File: config.mk
export PLATFORM = sky130hd
export DESIGN_NAME = gpio_port_pin_steering
export DESIGN_NICKNAME = d
export VERILOG_FILES = /design/src/core/gpio_steer_pkg.sv /design/src/core/gpio_port_pin_steering.sv /design/src/core/pin_mux_cell.sv /design/src/core/pin_steer_route.sv
export SDC_FILE = /design/constraint.sdc
export NUM_CORES = 1
export LEC_CHECK = 0
export ABC_AREA = 1
export BUFFER_PORTS_ARGS = -buffer_cell sky130_fd_sc_hd__buf_2
export CAP_MARGIN = 10
export CORE_MARGIN = 8
export CORE_UTILIZATION = 46
export CTS_BUF_LIST = sky130_fd_sc_hd__clkbuf_16
export DETAILED_ROUTE_END_ITERATION = 10
export GPL_ROUTABILITY_DRIVEN = 0
export PLACE_DENSITY = 0.8
export REMOVE_ABC_BUFFERS = 1
export SLEW_MARGIN = 20
export SYNTH_ARGS = -nofsm -noshare
export SYNTH_HDL_FRONTEND = slang
export SYNTH_SLANG_ARGS = --single-unit
File: constraint.sdc
create_clock -name mclk -period 1.12 [get_ports mclk]
set_input_delay 0.28 -clock mclk [delete_from_list [all_inputs] [get_ports mclk]]
set_output_delay 0.28 -clock mclk [all_outputs]
set_load 0.005 [all_outputs]
File: src/core/gpio_steer_pkg.sv
// Package for the port pin steering block: register map, field positions, reset values.
// Assumes an 8-bit register port with one-cycle read latency.
package gpio_steer_pkg;
    localparam int ADDR_W = 4;
    localparam logic [ADDR_W-1:0] ADDR_PIN_STEERING = 4'h0;
    localparam logic [ADDR_W-1:0] ADDR_PORT_D_DIR   = 4'h1;
    localparam logic [ADDR_W-1:0] ADDR_PORT_D_ANA   = 4'h2;
    localparam logic [ADDR_W-1:0] ADDR_PORT_E_LEVEL = 4'h3;
    localparam logic [ADDR_W-1:0] ADDR_PORT_E_DIR   = 4'h4;
    localparam logic [ADDR_W-1:0] ADDR_PORT_E_OUT   = 4'h5;
    localparam logic [ADDR_W-1:0] ADDR_PORT_D_OUT   = 4'h6;
    localparam int BIT_CH2_STEER    = 0;
    localparam int BIT_SELECT_STEER = 1;
    localparam int BIT_E3           = 3;
    localparam logic [7:0] STEER_MASK     = 8'h03;
    localparam logic [7:0] STEER_RESET    = 8'h00;
    localparam logic [7:0] PORT_D_DIR_RST = 8'hFF;
    localparam logic [7:0] PORT_D_ANA_RST = 8'hFF;
    localparam logic [2:0] PORT_E_DIR_RST = 3'h7;
    localparam logic [7:0] LATCH_RESET    = 8'h00;
    localparam logic [7:0] UNMAPPED_READ  = 8'h00;
endpackage

File: src/core/gpio_port_pin_steering.sv
// Port pin logic: steering register, port D direction/analog, port E levels/direction.
// Assumes a simple register port and peripherals synchronous to mclk.
`timescale 1ns/100ps
`default_nettype none
module gpio_port_pin_steering #(
    parameter bit REDUCED_PINS = 1'b0
) (
    // Clock and reset
    input  wire logic        mclk,
    input  wire logic        rst_b,
    // Register port
    input  wire logic [3:0]  regAddr,
    input  wire logic [7:0]  regWrData,
    input  wire logic        regWrite,
    input  wire logic        regRead,
    output logic      [7:0]  regRdData,
    // Select input routing
    input  wire logic        selPrimaryIn,
    input  wire logic        selAltIn,
    output logic             spiSelectIn,
    // Channel 2
    input  wire logic        ch2En,
    input  wire logic        ch2Out,
    input  wire logic        ch2Oe,
    output logic             ch2CaptureIn,
    // Port C bit 1 and port B bit 3 (channel-2 pins)
    input  wire logic        pc1In,
    input  wire logic        pb3In,
    input  wire logic        pc1Latch,
    input  wire logic        pc1DirInput,
    input  wire logic        pb3Latch,
    input  wire logic        pb3DirInput,
    output logic             pc1PadOut,
    output logic             pc1PadOe,
    output logic             pb3PadOut,
    output logic             pb3PadOe,
    // Port C bit 0: timer-1 oscillator and clock
    input  wire logic        pc0In,
    input  wire logic        pc0Latch,
    input  wire logic        pc0DirInput,
    input  wire logic        timer1OscEn,
    input  wire logic        timer1OscOut,
    input  wire logic        timer1ExtClkEn,
    output logic             timer1ClockInput,
    output logic             pc0PadOut,
    output logic             pc0PadOe,
    // Port C bit 7: serial receive / sync data
    input  wire logic        pc7In,
    input  wire logic        pc7Latch,
    input  wire logic        pc7DirInput,
    input  wire logic        serialEn,
    input  wire logic        serialSyncMaster,
    input  wire logic        serialSyncTx,
    input  wire logic        serialDataOut,
    output logic             serialReceiveData,
    output logic             pc7PadOut,
    output logic             pc7PadOe,
    // Port D pins
    input  wire logic [7:0]  portDIn,
    output logic      [7:0]  portDPadOut,
    output logic      [7:0]  portDPadOe,
    output logic      [7:0]  portDDigitalIn,
    output logic      [7:0]  portDAnalogEn,
    input  wire logic [3:0]  capSenseEn,
    output logic      [3:0]  capSenseInput,
    // Port E pins
    input  wire logic [3:0]  portEIn,
    output logic      [2:0]  portEPadOut,
    output logic      [2:0]  portEPadOe
);
    logic [7:0] steer_q, steer_d;
    logic [7:0] dDir_q, dDir_d;
    logic [7:0] dAna_q, dAna_d;
    logic [7:0] dLat_q, dLat_d;
    logic [2:0] eDir_q, eDir_d;
    logic [2:0] eLat_q, eLat_d;
    logic [3:0] eLevel_q;
    logic [7:0] rd_q, rd_d;
    logic       ch2OwnsPortC;
    logic       ch2OwnsPortB;
    logic [7:0] dDirView;
    logic [7:0] dAnaView;
    logic [3:0] eLevelView;
    logic [3:0] eDirView;

    always_comb begin
        steer_d = steer_q;
        dDir_d  = dDir_q;
        dAna_d  = dAna_q;
        dLat_d  = dLat_q;
        eDir_d  = eDir_q;
        eLat_d  = eLat_q;
        if (regWrite) begin
            unique case (regAddr)
                gpio_steer_pkg::ADDR_PIN_STEERING:
                    steer_d = regWrData & gpio_steer_pkg::STEER_MASK;
                gpio_steer_pkg::ADDR_PORT_D_DIR: dDir_d = regWrData;
                gpio_steer_pkg::ADDR_PORT_D_ANA: dAna_d = regWrData;
                gpio_steer_pkg::ADDR_PORT_D_OUT: dLat_d = regWrData;
                gpio_steer_pkg::ADDR_PORT_E_DIR: eDir_d = regWrData[2:0];
                gpio_steer_pkg::ADDR_PORT_E_LEVEL,
                gpio_steer_pkg::ADDR_PORT_E_OUT: eLat_d = regWrData[2:0];
                default: ;
            endcase
        end
    end

    // Absent port D and port E bits read as zero on the reduced build; port E bit 3 reads as in the full build
    always_comb begin
        dDirView   = REDUCED_PINS ? 8'h00 : dDir_q;
        dAnaView   = REDUCED_PINS ? 8'h00 : dAna_q;
        eLevelView = REDUCED_PINS ? {eLevel_q[3], 3'h0} : eLevel_q;
        eDirView   = REDUCED_PINS ? 4'h8 : {1'b1, eDir_q};
    end

    always_comb begin
        rd_d = gpio_steer_pkg::UNMAPPED_READ;
        if (regRead) begin
            unique case (regAddr)
                gpio_steer_pkg::ADDR_PIN_STEERING: rd_d = steer_q & gpio_steer_pkg::STEER_MASK;
                gpio_steer_pkg::ADDR_PORT_D_DIR:   rd_d = dDirView;
                gpio_steer_pkg::ADDR_PORT_D_ANA:   rd_d = dAnaView;
                gpio_steer_pkg::ADDR_PORT_D_OUT:   rd_d = REDUCED_PINS ? 8'h00 : dLat_q;
                gpio_steer_pkg::ADDR_PORT_E_LEVEL: rd_d = {4'h0, eLevelView};
                gpio_steer_pkg::ADDR_PORT_E_DIR:   rd_d = {4'h0, eDirView};
                gpio_steer_pkg::ADDR_PORT_E_OUT:   rd_d = REDUCED_PINS ? 8'h00 : {5'h00, eLat_q};
                default:                           rd_d = gpio_steer_pkg::UNMAPPED_READ;
            endcase
        end
    end

    always_ff @(posedge mclk or negedge rst_b) begin
        if (!rst_b) begin
            steer_q  <= gpio_steer_pkg::STEER_RESET;
            dDir_q   <= gpio_steer_pkg::PORT_D_DIR_RST;
            dAna_q   <= gpio_steer_pkg::PORT_D_ANA_RST;
            dLat_q   <= gpio_steer_pkg::LATCH_RESET;
            eDir_q   <= gpio_steer_pkg::PORT_E_DIR_RST;
            eLat_q   <= 3'h0;
            eLevel_q <= 4'h0;
            rd_q     <= 8'h00;
        end else begin
            steer_q  <= steer_d;
            dDir_q   <= dDir_d;
            dAna_q   <= dAna_d;
            dLat_q   <= dLat_d;
            eDir_q   <= eDir_d;
            eLat_q   <= eLat_d;
            eLevel_q <= portEIn;
            rd_q     <= rd_d;
        end
    end

    assign regRdData = rd_q;

    pin_steer_route uRoute (
        .selectInputSteer (steer_q[gpio_steer_pkg::BIT_SELECT_STEER]),
        .channel2Steer    (steer_q[gpio_steer_pkg::BIT_CH2_STEER]),
        .selPrimaryIn     (selPrimaryIn),
        .selAltIn         (selAltIn),
        .ch2PortCIn       (pc1In),
        .ch2PortBIn       (pb3In),
        .ch2En            (ch2En),
        .spiSelectIn      (spiSelectIn),
        .ch2CaptureIn     (ch2CaptureIn),
        .ch2OwnsPortC     (ch2OwnsPortC),
        .ch2OwnsPortB     (ch2OwnsPortB)
    );

    pin_mux_cell uPc1 (
        .latchValue (pc1Latch),
        .dirInput   (pc1DirInput),
        .periphOwn  (ch2OwnsPortC),
        .periphOut  (ch2Out),
        .periphOe   (ch2Oe),
        .padOut     (pc1PadOut),
        .padOe      (pc1PadOe)
    );

    pin_mux_cell uPb3 (
        .latchValue (pb3Latch),
        .dirInput   (pb3DirInput),
        .periphOwn  (ch2OwnsPortB),
        .periphOut  (ch2Out),
        .periphOe   (ch2Oe),
        .padOut     (pb3PadOut),
        .padOe      (pb3PadOe)
    );

    // Oscillator drive wins; external clock mode keeps the driver off
    pin_mux_cell uPc0 (
        .latchValue (pc0Latch),
        .dirInput   (pc0DirInput),
        .periphOwn  (timer1OscEn | timer1ExtClkEn),
        .periphOut  (timer1OscOut),
        .periphOe   (timer1OscEn),
        .padOut     (pc0PadOut),
        .padOe      (pc0PadOe)
    );
    assign timer1ClockInput = timer1ExtClkEn & pc0In;

    // Sync transmit drives the data line; otherwise it is a receive input
    pin_mux_cell uPc7 (
        .latchValue (pc7Latch),
        .dirInput   (pc7DirInput),
        .periphOwn  (serialEn),
        .periphOut  (serialDataOut),
        .periphOe   (serialSyncTx),
        .padOut     (pc7PadOut),
        .padOe      (pc7PadOe)
    );
    assign serialReceiveData = serialEn & pc7In & ~(serialSyncMaster & serialSyncTx);

    genvar i;
    generate
        for (i = 0; i < 8; i++) begin : gPortD
            logic own;
            if (i < 4) begin : gCap
                assign own = capSenseEn[i];
                assign capSenseInput[i] = capSenseEn[i] & dAnaView[i];
            end else begin : gNoCap
                assign own = 1'b0;
            end
            // Cap-sense ownership drops the driver on bits 0-3; analog select does not, so software must also set direction
            pin_mux_cell uCell (
                .latchValue (REDUCED_PINS ? 1'b0 : dLat_q[i]),
                .dirInput   (dDirView[i] | REDUCED_PINS),
                .periphOwn  (own),
                .periphOut  (1'b0),
                .periphOe   (1'b0),
                .padOut     (portDPadOut[i]),
                .padOe      (portDPadOe[i])
            );
            assign portDAnalogEn[i]  = dAnaView[i];
            assign portDDigitalIn[i] = ~dAnaView[i] & portDIn[i];
        end
        for (i = 0; i < 3; i++) begin : gPortE
            assign portEPadOut[i] = REDUCED_PINS ? 1'b0 : eLat_q[i];
            assign portEPadOe[i]  = REDUCED_PINS ? 1'b0 : ~eDir_q[i];
        end
    endgenerate
endmodule
`default_nettype wire

File: src/core/pin_mux_cell.sv
// One pin's output selection between port latch and a peripheral.
// Assumes peripheral enables come from synchronous on-chip logic.
`timescale 1ns/100ps
`default_nettype none
module pin_mux_cell (
    // Port side
    input  wire logic latchValue,
    input  wire logic dirInput,
    // Peripheral side
    input  wire logic periphOwn,
    input  wire logic periphOut,
    input  wire logic periphOe,
    // Pad side
    output logic      padOut,
    output logic      padOe
);
    always_comb begin
        if (periphOwn) begin
            padOut = periphOut;
            padOe  = periphOe;
        end else begin
            padOut = latchValue;
            padOe  = ~dirInput;
        end
    end
endmodule
`default_nettype wire

File: src/core/pin_steer_route.sv
// Routes the select input and channel-2 signals between their two candidate pins.
// Assumes pin inputs are synchronous to the clock.
`timescale 1ns/100ps
`default_nettype none
module pin_steer_route (
    // Steering controls
    input  wire logic selectInputSteer,
    input  wire logic channel2Steer,
    // Pin inputs
    input  wire logic selPrimaryIn,
    input  wire logic selAltIn,
    input  wire logic ch2PortCIn,
    input  wire logic ch2PortBIn,
    // Peripheral side
    input  wire logic ch2En,
    output logic      spiSelectIn,
    output logic      ch2CaptureIn,
    // Ownership of the channel-2 pins
    output logic      ch2OwnsPortC,
    output logic      ch2OwnsPortB
);
    always_comb begin
        spiSelectIn  = selectInputSteer ? selAltIn : selPrimaryIn;
        ch2CaptureIn = channel2Steer ? ch2PortBIn : ch2PortCIn;
        ch2OwnsPortC = ch2En & ~channel2Steer;
        ch2OwnsPortB = ch2En & channel2Steer;
    end
endmodule
`default_nettype wire

### After elaboration in Yosys (flattened, before gate mapping)

Cells that the tools add are included.

* reductions and logical operators: 8
* equality and inequality tests: 6
* mux-type cells: 20
* bitwise logic cells: 44

Operator list (number)
* 8-bit one-hot mux with 7 select lines: 1
* 1-bit NOT: 25
* 1-bit bitwise AND: 18
* 1-bit two-way mux: 18
* 4-bit by 3-bit equality test with 1-bit output (second input constant): 3
* 2-bit AND reduction: 6
* 4-bit by 2-bit equality test with 1-bit output (second input constant): 2
* 8-bit two-way mux: 1
* 4-bit by 1-bit equality test with 1-bit output (second input constant): 1
* 4-bit zero test: 1
* 2-bit OR reduction: 1
* 1-bit OR: 1

* logic and storage cells: 86
* output and inout bits: 62
* bits in registers: 44

### Depth between registers and ports, before layout

* depth after elaboration: 3
* depth in mapped cells: 8

### Cells and area by module

A second synthesis with hierarchy kept.

* cell total of the unflattened synthesis: 339
* area, all modules: 2504.9 µm²

By module, submodules not included
* gpio_port_pin_steering: instances 1, area each 2174.6 µm², seq. area each 1124.8 µm², cells an instance 255
* pin_mux_cell: instances 12, area each 23.8 µm², seq. area each 0.0 µm², cells an instance 6
* pin_steer_route: instances 1, area each 45.0 µm², seq. area each 0.0 µm², cells an instance 12

### Worst setup path after synthesis

No wires, ideal clock.

* path type: input to register
* start point: input port regAddr[3]
* end point: register rd_q[0], in the netlist regRdData[0]
* path slack: 0.028 ns
* arrival time: 1.015 ns
* data required time: 1.043 ns
* path buffers: 1
* stages: 6
* path through: nor2_2 buf_2 nand3_1 nand2_1 nor2_1 a21oi_1

* word-level cells in the longest chain between the ends: 3
* elaborated cells between the ends (all ways): 9
* classes of those cells: eq/ne: 6; mux: 2; reduce/logical: 1

Ends and longest elaborated chain
* from (decl): RTL line gpio_port_pin_steering.sv:12 `input wire logic [3:0] regAddr,`
* 4-bit by 3-bit equality test with 1-bit output, or another cell as far along: RTL line gpio_port_pin_steering.sv:119 `unique case (regAddr)`
* 8-bit one-hot mux with 7 select lines (*): RTL line gpio_port_pin_steering.sv:119
* 8-bit two-way mux (*): RTL line gpio_port_pin_steering.sv:118 `if (regRead) begin`
* net rd_d[0]: RTL line gpio_port_pin_steering.sv:78 `logic [7:0] rd_q, rd_d;`
* to (signal assigned): RTL line gpio_port_pin_steering.sv:150 `rd_q <= rd_d;`
* to (decl): RTL line gpio_port_pin_steering.sv:78

The timed path passes the listed nets; every way through them passes the cells marked *.
A chain may end at the register's enable or synchronous reset.

### Worst setup path after layout

* start point: register steer_q[0]
* end point: output port ch2CaptureIn

* word-level cells in the longest chain between the ends: 1

Ends and longest elaborated chain
* from (decl): RTL line gpio_port_pin_steering.sv:71 `logic [7:0] steer_q, steer_d;`
* from (signal assigned): RTL line gpio_port_pin_steering.sv:134 `steer_q <= gpio_steer_pkg::STEER_RESET;`
* from (signal assigned): RTL line gpio_port_pin_steering.sv:143 `steer_q <= steer_d;`
* 1-bit two-way mux: RTL line pin_steer_route.sv:24 `ch2CaptureIn = channel2Steer ? ch2PortBIn : ch2PortCIn;`
* to (decl): RTL line gpio_port_pin_steering.sv:25 `output logic ch2CaptureIn,`

No other way between the ends.

==> metrics <==
status complete, but fails checks; failing checks setup timing; Rel. slew slack 0.823; ys async rst share 1.00; EDFF count, synth 0; Setup WS pre-CTS -193 ps; DR pass1 iterations 4; DRC 0; critical path's most frequent cell nand2_1; largest net degree at the start of global routing 45; initial antenna violation count 0; worst hold start portEIn[0]; combinational power share 0.324; kind of critical path register to output pin; wire per inst about 15 um; Leakage roughly 2.1 nW; worst-margin pin slew 265 ps; Overall Global Routing Usage 0.195; cell area after synthesis around 2400 um2; clk sinks 44; Tcrit/Tclk final 1.23; Root Buffer clkbuf_16; H-Tree Depth 2; routed wire length approximately 8000 um; Max Fclk 728 MHz; final setup violation count 43; CP required ~840 ps; TritonCTS clock tree done; worst-case clock skew 5.27 ps; initial core utilization 0.477; maximum clock path buffer count 2; Max Fanout on Critical Path 3; Min-Delay Endpoint eLevelView[0]$_DFF_PN0_; Cell Pwr Density approximately 1500 nW/um2; DR iter-0 viols 248; most common flop cell mapped by yosys dfrtp_1; Seq cells post-synth 44; peak supply drop around 1.2 mV; core box area approximately 5000 um2; share of cells above drive strength 1 0.548; synth cell count leaders nand2_1 (74), inv_1 (45), nor2_1 (30); HPWL Detailed between 5000 and 6000 um; register share of total power 0.388; total CTS buffers 5; Row Count 26; Net Switching between 1.5 and 2 mW; Port-buffer cells roughly 120; die area between 7000 and 8000 um2; Vias between 2000 and 3000; clock share of power 0.288; Synth cell types 24; CP max stage delay 390 ps; worst path buffer plus inverter count 3; CP startpoint kind register; Worst Hold Path Cells 1; vias in the first global route 2640; IO Pins between 100 and 150; Synth warnings 0; final hold vios 0; Max Slew Vio Count 0; DRT antenna net count 0; Finished Layout Cells 530; fin crit period ~1400 ps; cell with the most instances after synthesis nand2_1; slowest CP cell dfrtp_1; Sw Ratio 0.287; critical path arrival between 1000 and 1500 ps; first-pass GRT wire length 11900 um; syn avg cell area 7.97 um2; RSZ-0062 raised after global routing true; clk_lat worst skew around 290 ps; cell count after synthesis 306; ANT cells 0; Worst Slack Setup Final -253 ps; CP startpoint steer_q[0]$_DFFE_PN0P_; reg2reg setup slack -10 ps; final core utilization 0.730; Synth area leaders dfrtp_1 (26%), dfstp_2 (20%), nand2_1 (11%), inv_1 (6.9%), nand3_1 (6.0%); Area Growth Syn to Fin 52.9%; R2R Path Start portDAnalogEn[3]$_DFFE_PN1P_; cell type with the largest total area after synthesis dfrtp_1; nets 515; global route total overflow 0; cell depth of the worst flop-to-flop path 6; kind of cell adding the most delay to the critical path flip-flops; Int Power 4.04 mW; max-cap viol count 0; die height 88.8 um; vias per std cell between 4 and 5; crit path cell chain inv_2 -> buf_4 -> nand2_1 -> nand2_1 -> buf_2; reg2reg end regRdData[3]$_DFF_PN0_; post-synthesis sequential area ratio 0.461; CP endpoint kind output pin; register clock-pin slew on the reported worst setup and hold paths ~60 ps; Hold WC Path Type input pin to register; Placed Cells incl. Taps 490; area share of the largest cell type after synthesis 0.257; DIE WIDTH a little under 90 um
through the flow:
stage | hold WS (ps) | TNS (ps) | area (um2) | total power, mW
final | 94.4 | -6210 | 3730 | 5.67
after floorplan | -15.6 | -2780 | 2270 | 2.73
after global routing | 97.8 | -7430 | 3730 | 5.93
after global placement | 268 | -3640 | 3140 | 3.39
after CTS | 93.4 | -5940 | 3540 | 5.39
after detailed placement | 274 | -4770 | 3140 | 3.44
power by group through the flow:
stage	Clock, mW	Combinational [mW]	Sequential, mW
finish	1.63	1.84	2.20
detailed placement	0	1.22	2.23
floorplan	0	0.548	2.18
CTS	1.63	1.58	2.18
global placement	0	1.17	2.22
global route	1.69	2.01	2.23
sequential cells by signal (all words and copies together), names as in the netlist:
signal,flops
eLevelView,4
dDirView,8
portEPadOut,3
dLat_q,8
eDir_q,3
steer_q,2
portDAnalogEn,8
regRdData,8
cells in the final DEF, fill, tap and decap left out, drive strengths merged:
| cell | n |
|---|---|
| dlygate4sd3 | 1 |
| dfstp | 19 |
| dfrtp | 25 |
| buf | 167 |
| clkinv | 2 |
| mux2 | 2 |
| nand2 | 79 |
| inv | 48 |
| nor3 | 1 |
| o21bai | 1 |
| o21ai | 32 |
| o211ai | 2 |
| a21oi | 7 |
| clkbuf | 5 |
| bufinv | 1 |
| nor2 | 35 |
| nand3 | 29 |
| o21a | 4 |
kinds of logic after synthesis:
logic type             count (synthesis)  synth area share
AND/OR/NAND/NOR                      144             0.260
buffers and inverters                 70             0.144
AO/OA/AOI/OAI                         46             0.126
flip-flops                            44             0.461
multiplexers                           2           0.00923
final cells by class:
class / count / area, um2
multi-input combinational: 192 / 1030
clock inverter: 3 / 38.8
clock buffer: 5 / 125
timing repair buffer: 168 / 1140
sequential: 44 / 1120
fill: 367 / 1380
tap: 70 / 87.6
inverter: 48 / 181
per-layer routing:
layer | vias up | global-route usage | share of wire
met5 | - | 0 | 0
met4 | 0 | 0.0876 | 0.025
li1 | 1250 | - | -
met3 | 24 | 0.0446 | 0.082
met2 | 120 | 0.350 | 0.52
met1 | 1231 | 0.213 | 0.37
how the worst max path moves through the flow:
stage,cells after the start,to,slack (ps)
2_1_floorplan,6,dLat_q[4]$_DFFE_PN0P_,-250
3_3_place_gp,8,dDirView[7]$_DFFE_PN1P_,-170
3_5_place_dp,8,dDirView[4]$_DFFE_PN1P_,-190
4_1_cts,4,pb3PadOe,-250
5_1_grt,4,pc1PadOe,-290
6_report,5,ch2CaptureIn,-250
worst reg2reg max path, stage by stage, from the launching register on:
cell	delay (ps)
dfstp_2	550
buf_6	110
buf_6	90
nand3_2	70
nand2_2	70
nor2_2	40
a21oi_2	120
timing repair:
item / 4_1_cts / 5_1_grt
gates cloned: 0 / 0
setup endpoints to repair: 42 / 50
hold buffers: 1 / 0
setup buffers: 22 / 9
endpoints found under the hold margin: 25 / 0
gates resized for setup: 22 / 33
pin swaps: 14 / 7
Power figures use the tool's default switching activity.
